[src/common/fsh_pkg.sv]
// Constants, types and helpers shared by the flash save command handler.
package fsh_pkg;

   localparam longint unsigned CLK_HZ       = 100_000_000;
   localparam longint unsigned SAVE_MAX_S   = 30;
   localparam logic [31:0]     SAVE_MAX_CYC = 32'(SAVE_MAX_S * CLK_HZ);

   localparam logic [15:0] CODE_SAVE_POS   = 16'h17d4;
   localparam logic [15:0] CODE_SAVE_PARAM = 16'h17d5;
   localparam logic [15:0] SAVE_WORD_COUNT = 16'h0002;
   localparam logic [15:0] SRC_WORD_LO     = 16'h0001;
   localparam logic [15:0] SRC_WORD_HI     = 16'h0000;
   localparam logic [15:0] UNIT_MAX_2AX    = 16'h005d;
   localparam logic [15:0] UNIT_MAX_4AX    = 16'h005b;
   localparam logic [15:0] AREA_BASE       = 16'h07d0;
   localparam logic [15:0] AREA_STEP       = 16'h000a;
   localparam logic [7:0]  AREA_WORDS_4AX  = 8'h32;
   localparam logic [7:0]  AREA_WORDS_2AX  = 8'h1e;
   localparam logic [10:0] POS_TABLE_LAST  = 11'h7cf;
   localparam int          STAT_ERR_BIT    = 14;

   localparam logic [7:0] REG_CFG      = 8'h00;
   localparam logic [7:0] REG_STATUS   = 8'h04;
   localparam logic [7:0] REG_ERRCODE  = 8'h08;
   localparam logic [7:0] REG_AREA     = 8'h0c;
   localparam logic [7:0] REG_IRQ_STAT = 8'h10;
   localparam logic [7:0] REG_IRQ_MASK = 8'h14;

   localparam logic [6:0]  CFG_UNIT_RST  = 7'h00;
   localparam logic        CFG_4AX_RST   = 1'b1;
   localparam int          CFG_4AX_BIT   = 8;
   localparam logic [1:0]  IRQ_MASK_RST  = 2'h0;
   localparam int          IRQ_DONE_BIT  = 0;
   localparam int          IRQ_ERR_BIT   = 1;

   localparam logic [15:0] ERR_NONE      = 16'h0000;
   localparam logic [15:0] ERR_SRC_RANGE = 16'h0001;
   localparam logic [15:0] ERR_TIMEOUT   = 16'h0002;

   typedef enum logic [1:0] {
      REGION_POSITION = 2'h0,
      REGION_PARAM    = 2'h1,
      REGION_PROGRAM  = 2'h2
   } fsh_region_type;

   typedef enum logic [2:0] {
      ST_IDLE  = 3'b001,
      ST_CHECK = 3'b010,
      ST_SAVE  = 3'b100
   } fsh_state_type;

   function automatic logic is_save_code(input logic [15:0] code);
      return (code == CODE_SAVE_POS) || (code == CODE_SAVE_PARAM);
   endfunction

endpackage

[src/fsh_area_map.sv]
// Interface-area placement: first word and word count for the configured unit.
`timescale 1ns/1ps
module fsh_area_map
   import fsh_pkg::*;
(
   input  wire logic [6:0]  unit_num,   // Configured unit number.
   input  wire logic        four_axis,  // High for the four-axis model.
   output logic      [15:0] area_first, // First allocated interface word.
   output logic      [7:0]  area_words, // Number of allocated words.
   output logic      [15:0] unit_max    // Highest legal destination unit.
);

   always_comb begin
      area_first = 16'(AREA_BASE + AREA_STEP * {9'h000, unit_num}); // RULE_08
      area_words = four_axis ? AREA_WORDS_4AX : AREA_WORDS_2AX;     // RULE_09
      unit_max   = four_axis ? UNIT_MAX_4AX : UNIT_MAX_2AX;
   end

endmodule

[src/fsh_cmd_handler.sv]
// Flash save command handler with APB registers and interface-area status.
`timescale 1ns/1ps
// Overview of operation
// (RULE_01) Code 17d4 saves position data to flash.
// (RULE_02) Code 17d5 saves system parameters to flash.
// (RULE_03) Host sends unit low, count 0002 high.
// (RULE_04) Unit at most 005d two-axis, 005b four-axis.
// (RULE_05) Source words must read 0001 then 0000.
// (RULE_06) Host saves only when idle and axes still.
// (RULE_07) Save may last up to 30 seconds.
// (RULE_08) First interface word is 2000 plus ten times unit.
// (RULE_09) Area is 50 words four-axis, 30 two-axis.
// (RULE_10) Interface area carries commands in, status out.
// (RULE_11) Flash keeps only positions, parameters, programs.
// (RULE_12) Transfers use only the words they need.
// (RULE_13) Coordinates direct or from table A0000-A1999.
// (RULE_14) Host checks error flag and status bit 14.
// (RULE_15) Accept only processable data, else skip silently.
// (RULE_16) Out-of-range data: discard, bit 14, error code.
// (RULE_17) Hold acceptance until flash done; source must be one.
module fsh_cmd_handler
   import fsh_pkg::*;
#(
   parameter logic [31:0] SAVE_TIMEOUT_CYC = SAVE_MAX_CYC
)(
   input  wire logic        clk,             // System clock, 100 MHz.
   input  wire logic        arst_n,          // Asynchronous reset, active low.
   input  wire logic        psel,            // APB select.
   input  wire logic        penable,         // APB enable.
   input  wire logic        pwrite,          // APB write.
   input  wire logic [7:0]  paddr,           // APB byte address.
   input  wire logic [31:0] pwdata,          // APB write data.
   output logic      [31:0] prdata,          // APB read data.
   output logic             pready,          // APB ready.
   output logic             pslverr,         // APB error on unmapped address.
   input  wire logic        intelligent_write_instruction_valid,      // Intelligent write strobe.
   output logic             intelligent_write_instruction_ready,      // Handler can take a write.
   input  wire logic [15:0] intelligent_write_instruction_code,       // Control code word.
   input  wire logic [15:0] intelligent_write_instruction_dest_unit,  // Destination unit number.
   input  wire logic [15:0] intelligent_write_instruction_dest_count, // Total words transferred.
   input  wire logic [15:0] intelligent_write_instruction_src0,       // First source word.
   input  wire logic [15:0] intelligent_write_instruction_src1,       // Second source word.
   output logic             cmd_accepted,    // Acceptance indication.
   output logic      [15:0] stat_word,       // Status word n+10 or n+18.
   output logic      [15:0] err_word,        // Error word n+11 or n+19.
   output logic             flash_start,     // Starts one flash save.
   output logic      [1:0]  flash_region,    // Region that the save writes.
   input  wire logic        flash_done,      // Flash save finished.
   input  wire logic        pos_req,         // Coordinate resolve request.
   input  wire logic        pos_indirect,    // Coordinate taken from table.
   input  wire logic [10:0] pos_index,       // Position table index.
   input  wire logic [31:0] pos_direct,      // Directly given coordinate.
   output logic      [31:0] pos_coord,       // Direct coordinate out.
   output logic      [10:0] pos_table_addr,  // Table entry to fetch.
   output logic             pos_use_table,   // Use the table entry.
   output logic             pos_ref_err,     // Table index out of range.
   output logic             irq              // Interrupt, active high level.
);

   fsh_state_type  state_q;
   logic [6:0]     cfg_unit_q;
   logic           cfg_4ax_q;
   logic [1:0]     irq_stat_q;
   logic [1:0]     irq_mask_q;
   logic [15:0]    code_q;
   logic [15:0]    dest_unit_q;
   logic [15:0]    dest_count_q;
   logic [15:0]    src0_q;
   logic [15:0]    src1_q;
   logic           err_flag_q;
   logic [15:0]    err_code_q;
   logic           accepted_q;
   logic           start_q;
   logic [1:0]     region_q;
   logic [31:0]    prdata_q;
   logic [15:0]    area_first;
   logic [7:0]     area_words;
   logic [15:0]    unit_max;
   logic           timer_expired;
   logic           fmt_ok;
   logic           src_ok;
   logic           apb_wr;
   logic           apb_mapped;
   logic           ev_done;
   logic           ev_err;
   logic [31:0]    rd_mux;

   fsh_area_map u_area (
      .unit_num   (cfg_unit_q),
      .four_axis  (cfg_4ax_q),
      .area_first (area_first),
      .area_words (area_words),
      .unit_max   (unit_max)
   );

   fsh_save_timer #(
      .LIMIT (SAVE_TIMEOUT_CYC)
   ) u_timer (
      .clk     (clk),
      .arst_n  (arst_n),
      .run     (state_q == ST_SAVE),
      .expired (timer_expired)
   );

   // Unknown codes, including any that would reach monitor or special data, are skipped.
   assign fmt_ok = is_save_code(code_q)                                 // RULE_11
                   && (dest_count_q == SAVE_WORD_COUNT)                 // RULE_03
                   && (dest_unit_q <= unit_max)                         // RULE_04
                   && (dest_unit_q == {9'h000, cfg_unit_q});
   assign src_ok = (src0_q == SRC_WORD_LO) && (src1_q == SRC_WORD_HI); // RULE_05
   assign intelligent_write_instruction_ready = (state_q == ST_IDLE);

   always_ff @(posedge clk or negedge arst_n) begin
      if (!arst_n) begin
         code_q       <= 16'h0;
         dest_unit_q  <= 16'h0;
         dest_count_q <= 16'h0;
         src0_q       <= 16'h0;
         src1_q       <= 16'h0;
      end else if (intelligent_write_instruction_valid && intelligent_write_instruction_ready) begin
         // All five words are captured: code, unit, count and the two source words.
         code_q       <= intelligent_write_instruction_code;
         dest_unit_q  <= intelligent_write_instruction_dest_unit;
         dest_count_q <= intelligent_write_instruction_dest_count;
         src0_q       <= intelligent_write_instruction_src0;                                      // RULE_12
         src1_q       <= intelligent_write_instruction_src1;
      end
   end

   always_ff @(posedge clk or negedge arst_n) begin
      if (!arst_n) begin
         state_q <= ST_IDLE;
      end else begin
         case (state_q)
            ST_IDLE: begin
               if (intelligent_write_instruction_valid) begin
                  state_q <= ST_CHECK;
               end
            end
            ST_CHECK: begin
               state_q <= (fmt_ok && src_ok) ? ST_SAVE : ST_IDLE;         // RULE_15
            end
            ST_SAVE: begin
               if (flash_done || timer_expired) begin                    // RULE_07
                  state_q <= ST_IDLE;
               end
            end
            default: begin
               state_q <= ST_IDLE;
            end
         endcase
      end
   end

   always_ff @(posedge clk or negedge arst_n) begin
      if (!arst_n) begin
         accepted_q <= 1'b0;
         start_q    <= 1'b0;
         region_q   <= REGION_POSITION;
      end else begin
         start_q <= 1'b0;
         if (state_q == ST_CHECK && fmt_ok && src_ok) begin
            accepted_q <= 1'b1;                                          // RULE_15
            start_q    <= 1'b1;
            region_q   <= (code_q == CODE_SAVE_POS) ? REGION_POSITION    // RULE_01
                                                    : REGION_PARAM;      // RULE_02
         end else if (state_q == ST_SAVE && (flash_done || timer_expired)) begin
            accepted_q <= 1'b0;                                          // RULE_17
         end
      end
   end

   always_ff @(posedge clk or negedge arst_n) begin
      if (!arst_n) begin
         err_flag_q <= 1'b0;
         err_code_q <= ERR_NONE;
      end else if (state_q == ST_CHECK && fmt_ok && !src_ok) begin
         err_flag_q <= 1'b1;                                             // RULE_16
         err_code_q <= ERR_SRC_RANGE;                                    // RULE_17
      end else if (state_q == ST_SAVE && timer_expired && !flash_done) begin
         err_flag_q <= 1'b1;
         err_code_q <= ERR_TIMEOUT;
      end else if (intelligent_write_instruction_valid && intelligent_write_instruction_ready) begin
         err_flag_q <= 1'b0;
         err_code_q <= ERR_NONE;
      end
   end

   assign cmd_accepted = accepted_q;
   assign flash_start  = start_q;
   assign flash_region = region_q;
   // Status refreshed toward the host every cycle.
   assign stat_word    = {1'b0, err_flag_q, 12'h000, accepted_q, (state_q == ST_SAVE)}; // RULE_10
   assign err_word     = err_code_q;                                                    // RULE_10

   always_ff @(posedge clk or negedge arst_n) begin
      if (!arst_n) begin
         pos_coord      <= 32'h0;
         pos_table_addr <= 11'h0;
         pos_use_table  <= 1'b0;
         pos_ref_err    <= 1'b0;
      end else if (pos_req) begin
         pos_coord      <= pos_direct;                                   // RULE_13
         pos_table_addr <= pos_index;
         pos_use_table  <= pos_indirect && (pos_index <= POS_TABLE_LAST);
         pos_ref_err    <= pos_indirect && (pos_index > POS_TABLE_LAST); // RULE_13
      end
   end

   // APB: zero wait states; read data is sampled in the setup cycle.
   assign apb_wr     = psel && penable && pwrite;
   assign apb_mapped = (paddr == REG_CFG) || (paddr == REG_STATUS) || (paddr == REG_ERRCODE)
                       || (paddr == REG_AREA) || (paddr == REG_IRQ_STAT) || (paddr == REG_IRQ_MASK);
   assign pready     = psel && penable;
   assign pslverr    = psel && penable && !apb_mapped;
   assign prdata     = prdata_q;
   assign ev_done    = (state_q == ST_SAVE) && flash_done;
   assign ev_err     = ((state_q == ST_CHECK) && fmt_ok && !src_ok)
                       || ((state_q == ST_SAVE) && timer_expired && !flash_done);

   always_comb begin
      case (paddr)
         REG_CFG:      rd_mux = {23'h0, cfg_4ax_q, 1'b0, cfg_unit_q};
         REG_STATUS:   rd_mux = {16'h0, stat_word};
         REG_ERRCODE:  rd_mux = {16'h0, err_code_q};
         REG_AREA:     rd_mux = {8'h0, area_words, area_first};
         REG_IRQ_STAT: rd_mux = {30'h0, irq_stat_q};
         REG_IRQ_MASK: rd_mux = {30'h0, irq_mask_q};
         default:      rd_mux = 32'h0;
      endcase
   end

   always_ff @(posedge clk or negedge arst_n) begin
      if (!arst_n) begin
         prdata_q <= 32'h0;
      end else if (psel && !penable && !pwrite) begin
         prdata_q <= rd_mux;
      end
   end

   always_ff @(posedge clk or negedge arst_n) begin
      if (!arst_n) begin
         cfg_unit_q <= CFG_UNIT_RST;
         cfg_4ax_q  <= CFG_4AX_RST;
         irq_mask_q <= IRQ_MASK_RST;
      end else if (apb_wr && paddr == REG_CFG) begin
         cfg_unit_q <= pwdata[6:0];
         cfg_4ax_q  <= pwdata[CFG_4AX_BIT];
      end else if (apb_wr && paddr == REG_IRQ_MASK) begin
         irq_mask_q <= pwdata[1:0];
      end
   end

   // Write one to clear; a new event in the same cycle keeps its bit set.
   always_ff @(posedge clk or negedge arst_n) begin
      if (!arst_n) begin
         irq_stat_q <= 2'h0;
      end else begin
         irq_stat_q[IRQ_DONE_BIT] <= ev_done
            || (irq_stat_q[IRQ_DONE_BIT] && !(apb_wr && paddr == REG_IRQ_STAT && pwdata[IRQ_DONE_BIT]));
         irq_stat_q[IRQ_ERR_BIT]  <= ev_err
            || (irq_stat_q[IRQ_ERR_BIT] && !(apb_wr && paddr == REG_IRQ_STAT && pwdata[IRQ_ERR_BIT]));
      end
   end

   assign irq = |(irq_stat_q & irq_mask_q);

   property p_good_cmd_starts;
      @(posedge clk) disable iff (!arst_n)
      (state_q == ST_CHECK && fmt_ok && src_ok) |=> flash_start && cmd_accepted && (state_q == ST_SAVE);
   endproperty
   a_good_cmd_starts: assert property (p_good_cmd_starts) else $error("good save not started"); // RULE_15

   property p_bad_fmt_skipped;
      @(posedge clk) disable iff (!arst_n)
      (state_q == ST_CHECK && !fmt_ok) |=> !cmd_accepted && !flash_start && (state_q == ST_IDLE);
   endproperty
   a_bad_fmt_skipped: assert property (p_bad_fmt_skipped) else $error("bad format accepted"); // RULE_04

   property p_region_pos;
      @(posedge clk) disable iff (!arst_n)
      (state_q == ST_CHECK && fmt_ok && src_ok && code_q == CODE_SAVE_POS) |=> flash_region == REGION_POSITION;
   endproperty
   a_region_pos: assert property (p_region_pos) else $error("position save wrong region"); // RULE_01

   property p_region_param;
      @(posedge clk) disable iff (!arst_n)
      (state_q == ST_CHECK && fmt_ok && src_ok && code_q == CODE_SAVE_PARAM) |=> flash_region == REGION_PARAM;
   endproperty
   a_region_param: assert property (p_region_param) else $error("parameter save wrong region"); // RULE_02

   property p_src_range_err;
      @(posedge clk) disable iff (!arst_n)
      (state_q == ST_CHECK && fmt_ok && !src_ok)
         |=> stat_word[STAT_ERR_BIT] && (err_word == ERR_SRC_RANGE) && !cmd_accepted;
   endproperty
   a_src_range_err: assert property (p_src_range_err) else $error("source range error not reported"); // RULE_16

   property p_hold_until_done;
      @(posedge clk) disable iff (!arst_n)
      (cmd_accepted && !flash_done && !timer_expired) |=> cmd_accepted && (state_q == ST_SAVE);
   endproperty
   a_hold_until_done: assert property (p_hold_until_done) else $error("acceptance dropped early"); // RULE_17

   property p_done_releases;
      @(posedge clk) disable iff (!arst_n)
      (state_q == ST_SAVE && flash_done) |=> !cmd_accepted && (state_q == ST_IDLE) && irq_stat_q[IRQ_DONE_BIT];
   endproperty
   a_done_releases: assert property (p_done_releases) else $error("completion not handled"); // RULE_17

   property p_timeout_err;
      @(posedge clk) disable iff (!arst_n)
      (state_q == ST_SAVE && timer_expired && !flash_done) |=> (err_word == ERR_TIMEOUT) && stat_word[STAT_ERR_BIT];
   endproperty
   a_timeout_err: assert property (p_timeout_err) else $error("save timeout not reported"); // RULE_07

   property p_area_first;
      @(posedge clk) disable iff (!arst_n)
      1'b1 |-> (rd_mux[15:0] == 16'(AREA_BASE + AREA_STEP * {9'h000, cfg_unit_q})) || (paddr != REG_AREA);
   endproperty
   a_area_first: assert property (p_area_first) else $error("area base word wrong"); // RULE_08

   property p_area_words;
      @(posedge clk) disable iff (!arst_n)
      (paddr == REG_AREA) |-> rd_mux[23:16] == (cfg_4ax_q ? AREA_WORDS_4AX : AREA_WORDS_2AX);
   endproperty
   a_area_words: assert property (p_area_words) else $error("area size wrong"); // RULE_09

   property p_pos_range;
      @(posedge clk) disable iff (!arst_n)
      (pos_req && pos_indirect && pos_index > POS_TABLE_LAST) |=> pos_ref_err && !pos_use_table;
   endproperty
   a_pos_range: assert property (p_pos_range) else $error("table index range not flagged"); // RULE_13

   c_pos_save:   cover property (@(posedge clk) disable iff (!arst_n) flash_start && flash_region == REGION_POSITION);
   c_param_save: cover property (@(posedge clk) disable iff (!arst_n) flash_start && flash_region == REGION_PARAM);
   c_src_error:  cover property (@(posedge clk) disable iff (!arst_n) $rose(stat_word[STAT_ERR_BIT]));
   c_irq:        cover property (@(posedge clk) disable iff (!arst_n) $rose(irq));

endmodule

[src/fsh_save_timer.sv]
// Watchdog that bounds how long one flash save may run.
`timescale 1ns/1ps
module fsh_save_timer
   import fsh_pkg::*;
#(
   parameter logic [31:0] LIMIT = SAVE_MAX_CYC
)(
   input  wire logic clk,     // System clock.
   input  wire logic arst_n,  // Asynchronous reset, active low.
   input  wire logic run,     // High while a save is in progress.
   output logic      expired  // High from the LIMIT-th cycle of a save onward.
);

   logic [31:0] cnt_q;

   // Elaboration refuses a limit that would expire on the first cycle of a save.
   if (LIMIT < 32'h2) begin : g_limit_check
      $error("fsh_save_timer: LIMIT must be at least 2");
   end

   always_ff @(posedge clk or negedge arst_n) begin
      if (!arst_n) begin
         cnt_q <= 32'h0;
      end else if (!run) begin
         cnt_q <= 32'h0;
      end else if (!expired) begin
         cnt_q <= cnt_q + 32'h1;
      end
   end

   assign expired = run && (cnt_q == LIMIT - 32'h1);

endmodule

[config.mk]
export PLATFORM = sky130hd
export DESIGN_NAME = fsh_cmd_handler
export DESIGN_NICKNAME = d
export VERILOG_FILES = /design/src/common/fsh_pkg.sv /design/src/fsh_area_map.sv /design/src/fsh_cmd_handler.sv /design/src/fsh_save_timer.sv
export SDC_FILE = /design/constraint.sdc
export NUM_CORES = 1
export LEC_CHECK = 0
export ABC_AREA = 1
export BUFFER_PORTS_ARGS = -buffer_cell sky130_fd_sc_hd__buf_2
export CAP_MARGIN = 40
export CORE_ASPECT_RATIO = 0.5
export CORE_MARGIN = 2
export CORE_UTILIZATION = 52
export DETAILED_ROUTE_END_ITERATION = 10
export PLACE_DENSITY_LB_ADDON = 0.1
export SLEW_MARGIN = 0
export SYNTH_ARGS = -nofsm -noshare
export SYNTH_HDL_FRONTEND = slang
export SYNTH_SLANG_ARGS = --single-unit
[constraint.sdc]
create_clock -name clk -period 2.6 [get_ports clk]
set_input_delay 0.52 -clock clk [delete_from_list [all_inputs] [get_ports clk]]
set_output_delay 0.52 -clock clk [all_outputs]
set_load 0.05 [all_outputs]
; After elaboration in Yosys (flattened, before gate mapping)
; Cells that the tools add are included.
[classes]
addsub = 2
multipliers = 1
n_lt_le_gt_ge = 3
eq_ne = 17
muxes = 19
bitwise = 2
reduce_logical = 52
[op_table]
columns = cell, count
row1 = 24-bit case mux with 6 select lines, 1
row2 = 32-bit 2-to-1 mux, 2
row3 = 16-bit 2-to-1 mux, 3
row4 = "32-bit by 1-bit adder with 32-bit output, second input constant", 1
row5 = "16-bit by 13-bit == test with 1-bit output, second input constant", 2
row6 = "32-bit == test, second input constant", 1
row7 = 1-bit logical AND, 28
row8 = "16-bit by 1-bit == test with 1-bit output, second input constant", 1
row9 = "16-bit by 2-bit == test with 1-bit output, second input constant", 1
row10 = 16-bit by 7-bit == test with 1-bit output, 1
row11 = "8-bit by 4-bit == test with 1-bit output, second input constant", 2
row12 = "8-bit by 5-bit == test with 1-bit output, second input constant", 2
row13 = 16-bit <= comparator, 1
row14 = 16-bit logical NOT, 1
row15 = "11-bit by 11-bit adder with 12-bit output, first input constant", 1
row16 = 3-bit 2-to-1 mux, 4
row17 = "11-bit greater-than comparator, second input constant", 1
row18 = "11-bit <= comparator, second input constant", 1
row19 = 1-bit logical OR, 10
row20 = "3-bit by 7-bit multiplier with 10-bit output, first input constant", 1
row21 = 3-bit case mux with 3 select lines, 1
row22 = "8-bit by 3-bit == test with 1-bit output, second input constant", 1
row23 = 8-bit logical NOT, 1
row24 = 1-bit logical NOT, 7
row25 = 12 further kinds, 21
[totals]
reg_bits = 225
in_bits = 172
output_inout_bits = 117
word_cells = 117

; Longest topological paths before layout
; Gate-level depths: netlist of the first run.
[logic_depth]
ltp_word = 9
depth_mapped = 14
mapped_depth_nobuf = 14

; Hierarchy
; A second synthesis of the first run with hierarchy kept.
[hier_totals]
cells_unflattened = 1325
area_unflattened_um2 = 10659.0
[modules_own_cells]
columns = mod, n_inst, cells_per_inst, area_per_inst_um2, seq_area_each_um2
row1 = fsh_cmd_handler, 1, 877, 7816.2, 4256.6
row2 = fsh_save_timer, 1, 343, 2149.6, 800.8
row3 = fsh_area_map, 1, 105, 693.2, 0.0

; Least setup slack after synthesis of the first run
; Ideal clock, no wire load.
[synth_path]
kind = register to register
from = register cfg_unit_q[1]
to = register prdata_q[10] (netlist: prdata[10])
setup_time_ns = 0.122
arrival_ns = 2.097
required_ns = 2.478
path_slack_ns = 0.380
stages_incl_launch_ff = 13
path_buffers = 0
synth_period_minus_slack_ns = 2.220
cell_sequence = dfrtp_1 > ha_1 > ha_1 > inv_1 > fa_1 > inv_1 > ha_1 > nor2_1 > nand3_1 > nor2_1 > nand3_1 > nand2_1 > o21ai_1
[synth_via]
elab_chain_cells = 3
[synth_lines]
columns = item, line
row1 = from (decl), fsh_cmd_handler.sv:61  ; logic [6:0] cfg_unit_q;
row2 = from (signal assigned), fsh_cmd_handler.sv:247  ; cfg_unit_q <= pwdata[6:0];
row3 = 3-bit by 7-bit multiplier with 10-bit output, fsh_area_map.sv:14  ; area_first = 16'(AREA_BASE + AREA_STEP * {9'h000, unit_num});
row4 = 11-bit by 11-bit adder with 12-bit output, fsh_area_map.sv:14
row5 = 24-bit case mux with 6 select lines, fsh_cmd_handler.sv:222  ; case (paddr)
row6 = to (signal assigned), fsh_cmd_handler.sv:237  ; prdata_q <= rd_mux;
row7 = to (decl), fsh_cmd_handler.sv:75  ; logic [31:0] prdata_q;
; No other way between the ends.
; A chain may end at the register's enable or synchronous reset.

; Final worst setup path of the first run
; Same ends and word-level chain as after synthesis.

==> results of run 1 <==
==> registers in the layout, indices dropped and copies added, names as in the netlist, 2 cells and up <==
register        cells
pos_coord          32
u_timer.cnt_q      32
code_q             16
dest_count_q       16
dest_unit_q        16
prdata             16
src0_q             16
src1_q             16
pos_table_addr     11
cfg_unit_q          7
state_q             3
err_word            2
irq_mask_q          2
irq_stat_q          2
==> how the worst max path moves through the flow <==
stage	to	slack, ps	depth (start not counted)
after global placement	prdata[10]	240	12
final	prdata[10]	180	12
after floorplan	prdata[10]	380	12
after detailed placement	prdata[10]	210	12
after CTS	prdata[10]	200	12
after global routing	prdata[10]	10	12
==> per-stage QoR <==
step,hold slack (ps),instances
4_1_cts,101,1621
3_5_place_dp,450,1589
6_report,82.3,1622
3_3_place_gp,444,1589
2_1_floorplan,224,1194
5_1_grt,129,1621
==> power by group through the flow <==
| stage | clock, mW | sequential [mW] | combinational, mW |
|---|---|---|---|
| floorplan | 0 | 4.25 | 1.46 |
| global placement | 0 | 4.06 | 2.12 |
| detailed placement | 0 | 4.09 | 2.18 |
| CTS | 2.67 | 4.04 | 2.19 |
| global route | 2.80 | 4.11 | 2.45 |
| finish | 2.64 | 4.04 | 2.15 |
==> cell families (layout without fill, tap and decap cells) <==
family | count (synthesis) | in the layout
other cells | 1 | 43
fa+ha+maj | 15 | 15
compound gates | 94 | 94
flops | 194 | 194
simple gates | 600 | 600
mux | 40 | 40
xor+xnor | 16 | 16
buf+inv | 193 | 380
==> final cells by class <==
class,count,area share
sequential,194,0.425
multi-input combinational,807,0.351
timing repair buffer,231,0.107
clock buffer,20,0.0408
inverter,117,0.0384
tap,240,0.0263
clock inverter,12,0.0105
antenna,1,0.000219
==> metal layers <==
layer | global-route usage | vias up | wire length, um
li1 | - | 3974 | -
met1 | 0.334 | 3749 | 11100
met2 | 0.414 | 218 | 11200
met3 | 0.0652 | 23 | 1490
met4 | 0.0602 | 2 | 216
met5 | 0 | - | 13
==> Yosys cell counts, types with 2 or more instances <==
cell type / number / area (um^2)
o21ai_0: 22 / 110
a21oi_1: 27 / 135
inv_2: 9 / 33.8
dfrtp_1: 192 / 4800
ha_1: 14 / 175
nor3_2: 9 / 90.1
xnor2_1: 4 / 35.0
xor2_1: 12 / 105
and2_1: 2 / 12.5
nand4_1: 17 / 106
nand3_1: 48 / 240
buf_2: 11 / 55.1
nand3b_1: 3 / 22.5
nor2_2: 6 / 37.5
mux2_2: 40 / 450
nand2_1: 364 / 1370
clkbuf_1: 8 / 30.0
nand2_2: 8 / 50.1
nor3_1: 14 / 70.1
nor2_4: 5 / 56.3
buf_4: 56 / 420
dfstp_2: 2 / 52.6
o21ai_1: 38 / 190
nand2_4: 3 / 33.8
inv_1: 107 / 402
nor4_1: 3 / 18.8
nor2_1: 114 / 428
a31oi_1: 3 / 18.8
==> worst register-to-register path, cell delays in order (launching register included) <==
cell,delay (ps)
dfrtp_1,440
ha_1,300
ha_1,170
inv_1,60
fa_1,470
inv_1,60
ha_1,220
nor2_1,110
nand3_1,100
nor2_1,160
nand3_1,100
nand2_1,70
o21ai_1,60
==> layout by cell type (no fill, tap or decap), drive strengths merged, types with 4 or more instances in the layout <==
| master | count |
|---|---|
| nand2 | 375 |
| ha | 14 |
| clkbuf | 21 |
| clkinv | 4 |
| xor2 | 12 |
| inv | 121 |
| nor3 | 24 |
| clkinvlp | 4 |
| o21ai | 61 |
| nand3 | 48 |
| buf | 230 |
| nor2 | 125 |
| dfrtp | 192 |
| xnor2 | 4 |
| conb | 42 |
| nand4 | 17 |
| a21oi | 27 |
| mux2 | 40 |
==> impl_metrics.env, run 1 <==
export IMPL_grt_pass1_vias=7811
export IMPL_dpl_cell_area_um2=10800
export IMPL_drive_gt1_frac=0.253
export IMPL_synth_top_family_by_area="simple AND/OR/NAND/NOR gates"
export IMPL_drv_slew=0
export IMPL_cpLargestDelayFamily="adder cells"
export IMPL_peakVddDrop_mv=0.496
export IMPL_path_cells="ha_1 > ha_1 > inv_1 > fa_1 > inv_1 > ha_1 > nor2_1 > nand3_1 > nor2_1 > nand3_1 > nand2_1 > o21ai_1"
export IMPL_startpoint="cfg_unit_q[1]"
export IMPL_dpl_worst_slack_ps=213
export IMPL_rr_startpoint="cfg_unit_q[1]"
export IMPL_power_total_mw=8.82
export IMPL_path_class="reg2reg"
export IMPL_placeableCoreArea_um2=18300
export IMPL_initial_core_util=0.527
export IMPL_row_count=35
export IMPL_vias=7966
export IMPL_cp_slowest_cell="fa_1"
export IMPL_cp_max_fo=5
export IMPL_synth_compound_area_frac=0.0503
export IMPL_p_seq_frac=0.457
export IMPL_clock_path_buffers=2
export IMPL_hold_viol_final=0
export IMPL_first_pass_iters=5
export IMPL_syn_area_um2=9650
export IMPL_die_area_um2=19700
export IMPL_path_common_cell="ha_1"
export IMPL_worst_path_buf_inv=2
export IMPL_cts_clk_slew_worst_paths_ps=80
export IMPL_syn_to_final_growth_pct=18.4
export IMPL_via_per_inst=4.91
export IMPL_timing_setup_tns_ps=0
export IMPL_startpoint_type="flop"
export IMPL_synth_edf_count=0
export IMPL_seq_area_frac_synth=0.503
export IMPL_max_slew_worst_pin_slew_ps=883
export IMPL_grt_start_max_net_pins=111
export IMPL_nets=1555
export IMPL_synth_mux_area_frac=0.0467
export IMPL_power_density_nw_per_um2=772
export IMPL_design_area_um2=11400
export IMPL_yosysWarnings=0
export IMPL_critPathMaxStageDelay_ps=470
export IMPL_setup_ws_ps=177
export IMPL_fmax_mhz=413
export IMPL_grt_pass1_wl_mm=38.4
export IMPL_maxSlewHeadroom=0.410
export IMPL_post_cts_buffers=0
export IMPL_n_fill_cell=1627
export IMPL_antenna_found_initial=2
export IMPL_synth_seq_cells=194
export IMPL_grt_remaining_overflow=0
export IMPL_rr_worst_depth=12
export IMPL_final_util=0.624
export IMPL_clock_tree_root_cell="clkbuf_16"
export IMPL_worstPathArrival_ps=2740
export IMPL_p_int_mw=5.73
export IMPL_synthArstFlopShare=1.00
export IMPL_fin_crit_sh=0.932
export IMPL_rrSetupSlack_ps=180
export IMPL_p_clk_frac=0.299
export IMPL_multi_input_area_um2=4010
export IMPL_h_tree_depth=4
export IMPL_synth_xor_xnor_area_share=0.0145
export IMPL_cts_tree="yes"
export IMPL_skew_ps=10.9
export IMPL_wl_mm=24.0
export IMPL_antenna_left=0
export IMPL_setup_viol=0
export IMPL_gp_congestion=0.878
export IMPL_drtIter0Drc=374
export IMPL_p_comb_frac=0.244
export IMPL_rsz0062_at_grt="no"
export IMPL_synth_simple_gate_area_frac=0.266
export IMPL_p_sw_frac=0.350
export IMPL_die_w_um=197
export IMPL_cap_viol_max_count=0
export IMPL_synth_cell_types=40
export IMPL_grt_use_total=0.250
export IMPL_numPortBuffers=222
export IMPL_place_detailed_hpwl_mm=18.0
export IMPL_drc=0
export IMPL_synthCells=1153
export IMPL_hold_buffers=0
export IMPL_status="complete, no violations"
export IMPL_hp_class="in2async"
export IMPL_insertion_delay_ps=440
export IMPL_syn_avg_cell_area_um2=8.37
export IMPL_worstPathRequired_ps=2910
export IMPL_clock_sinks=194
export IMPL_cts_made_buffers=17
export IMPL_period_minus_slack_ps=2420
export IMPL_post_cts_resized=0
export IMPL_switchingPower_mw=3.09
export IMPL_end_kind="flop"
export IMPL_wire_per_inst_um=14.8
export IMPL_synth_ff_type="dfrtp_1"
export IMPL_dieHeight_um=100
export IMPL_seq_area_um2=4860
export IMPL_boundaryPins=289
export IMPL_rr_endpoint="prdata[10]"
export IMPL_p_leak_nw=5.88
export IMPL_synth_fa_ha_area_frac=0.0202
No activity file was read; power rests on OpenSTA's default activity.
==> run 2, diff against run 1 <==
- CORE_UTILIZATION: 52 -> 56
- SKIP_CTS_REPAIR_TIMING: not set -> 1
- clock period: 2.6 -> 3.1 ns (I/O delays scaled with it)
==> run 2 against run 1 <==
Combinational power is 15% lower. Core utilization rose by 6.2 points. Via count up 2.3%. Clock-buffer cell count fell by 2. Critical path depth shrank 10. Clock skew is 0.58 ps higher. Final cell count decreased by 0.74%. Sequential share of layout area rose by 0.12 points. Final area down 0.27%. Register-to-register slack improved by 500 ps. Critical path type is now reg2out. Largest cell class unchanged. Largest power group unchanged.
==> impl_metrics.env, run 2 (synthesis results as in run 1) <==
export IMPL_status="complete, no violations"
export IMPL_hold_viol_final=0
export IMPL_period_minus_slack_ps=2430
export IMPL_dieHeight_um=96.8
export IMPL_holdWs_ps=169
export IMPL_place_detailed_hpwl_mm=18.2
export IMPL_path_cells="nor3_2 > buf_2"
export IMPL_path_class="reg2out"
export IMPL_layout_common_cells="364 x nand2_1, 221 x buf_2, 192 x dfrtp_1"
export IMPL_initial_core_util=0.581
export IMPL_worst_path_buf_inv=1
export IMPL_dp_cells=1576
export IMPL_drc=0
export IMPL_fin_crit_sh=0.785
export IMPL_die_area_um2=18400
export IMPL_critPathMaxStageDelay_ps=580
export IMPL_dpl_cell_area_um2=10800
export IMPL_max_slew_worst_pin_slew_ps=931
export IMPL_setup_viol=0
export IMPL_final_common_cell="nand2_1"
export IMPL_grt_pass1_wl_mm=39.8
export IMPL_maxSlewHeadroom=0.380
export IMPL_final_cells=1610
export IMPL_grt_use_total=0.272
export IMPL_cp_slowest_cell="nor3_2"
export IMPL_antenna_left=0
export IMPL_clock_tree_root_cell="clkbuf_16"
export IMPL_h_tree_depth=4
export IMPL_insertion_delay_ps=440
export IMPL_cts_tree="yes"
export IMPL_n_fill_cell=1388
export IMPL_drtIter0Drc=497
export IMPL_peakVddDrop_mv=0.448
export IMPL_drive_gt1_frac=0.253
export IMPL_final_util=0.686
export IMPL_die_w_um=190
export IMPL_worstPathArrival_ps=1810
export IMPL_syn_to_final_growth_pct=18.1
export IMPL_placeableCoreArea_um2=16600
export IMPL_design_area_um2=11400
export IMPL_power_total_mw=7.38
export IMPL_p_leak_nw=5.88
export IMPL_cpLargestDelayFamily="simple AND/OR/NAND/NOR gates"
export IMPL_hp_class="in2async"
export IMPL_wire_per_inst_um=14.9
export IMPL_cap_viol_max_count=0
export IMPL_timing_setup_tns_ps=0
export IMPL_grt_pass1_vias=8175
export IMPL_rsz0062_at_grt="no"
export IMPL_dpl_worst_slack_ps=696
export IMPL_via_per_inst=5.06
export IMPL_startpoint_type="flop"
export IMPL_nets=1555
export IMPL_vias=8153
export IMPL_power_density_nw_per_um2=648
export IMPL_boundaryPins=289
export IMPL_drv_slew=0
export IMPL_antenna_found_initial=5
export IMPL_cts_clk_slew_worst_paths_ps=80
export IMPL_skew_ps=11.5
export IMPL_reg_top3="pos_coord x32, u_timer.cnt_q x32"
export IMPL_end_kind="output port"
export IMPL_worstPathRequired_ps=2480
export IMPL_setup_ws_ps=668
export IMPL_cp_max_fo=9
export IMPL_grt_start_max_net_pins=90
export IMPL_numPortBuffers=222
export IMPL_grt_remaining_overflow=0
export IMPL_fmax_mhz=411
export IMPL_clock_path_buffers=2
export IMPL_first_pass_iters=5
export IMPL_wl_mm=24.0
export IMPL_cts_made_buffers=17
export IMPL_clock_sinks=194
export IMPL_row_count=33
export IMPL_gp_congestion=0.922
[run 2: cell types whose count changed in the layout (fill, tap and decap cells not counted)]
cell	change
diode_2	+1
buf_12	-2
clkinvlp_4	-2
a21oi_1	+1
clkinv_4	-1
buf_4	+1
a21oi_2	-1
buf_16	+1
inv_8	-2
clkinv_2	+1
inv_6	+5
clkinv_8	+1
clkbuf_8	-2
[run 2: worst reg2reg max path: stages, from the launching register on]
cell and delay [ps]:
dfrtp_1 430, ha_1 300, ha_1 160, inv_1 60
fa_1 480, inv_1 50, ha_1 210, nor2_1 110
nand3_1 100, nor2_1 190, nand3_1 90, nand2_1 70
o21ai_1 50
[run 2: final cells by class]
cell class	count	area, um^2	area share
Antenna cell	2	5.00	0.000439
Tap cell	227	284	0.0249
Inverter	117	439	0.0385
Timing Repair Buffer	231	1220	0.107
Multi-Input combinational cell	807	4010	0.352
Clock buffer	18	439	0.0385
Sequential cell	194	4860	0.426
Clock inverter	14	139	0.0122
[run 2: power by group]
part	internal (mW)	total, mW	switching (mW)
clock network	1.09	2.18	1.09
logic	0.582	1.82	1.23
registers	3.10	3.38	0.282
[run 2: metal layers]
| layer | vias up | part of all wire | routed length (um) | global-route usage |
|---|---|---|---|---|
| li1 | 3979 | - | - | - |
| met1 | 3858 | 0.42 | 10200 | 0.352 |
| met3 | 39 | 0.084 | 2020 | 0.0874 |
| met4 | 8 | 0.016 | 373 | 0.0656 |
| met5 | - | 0.0023 | 55 | 0 |
| met2 | 269 | 0.47 | 11300 | 0.445 |
[run 2: final timing paths]
path	start	endpoint	slack [ps]	depth (start not counted)
worst max-delay path	state_q[1]	stat_word[0]	670	2
worst min-delay path	arst_n	u_timer.cnt_q[10]	170	1
worst max register to register	cfg_unit_q[1]	prdata[10]	680	12
worst min register to register	code_q[13]	code_q[13]	470	2
max in group asynchronous	arst_n	src1_q[14]	2090	2
min in group clk	intelligent_write_instruction_code[15]	code_q[15]	370	3
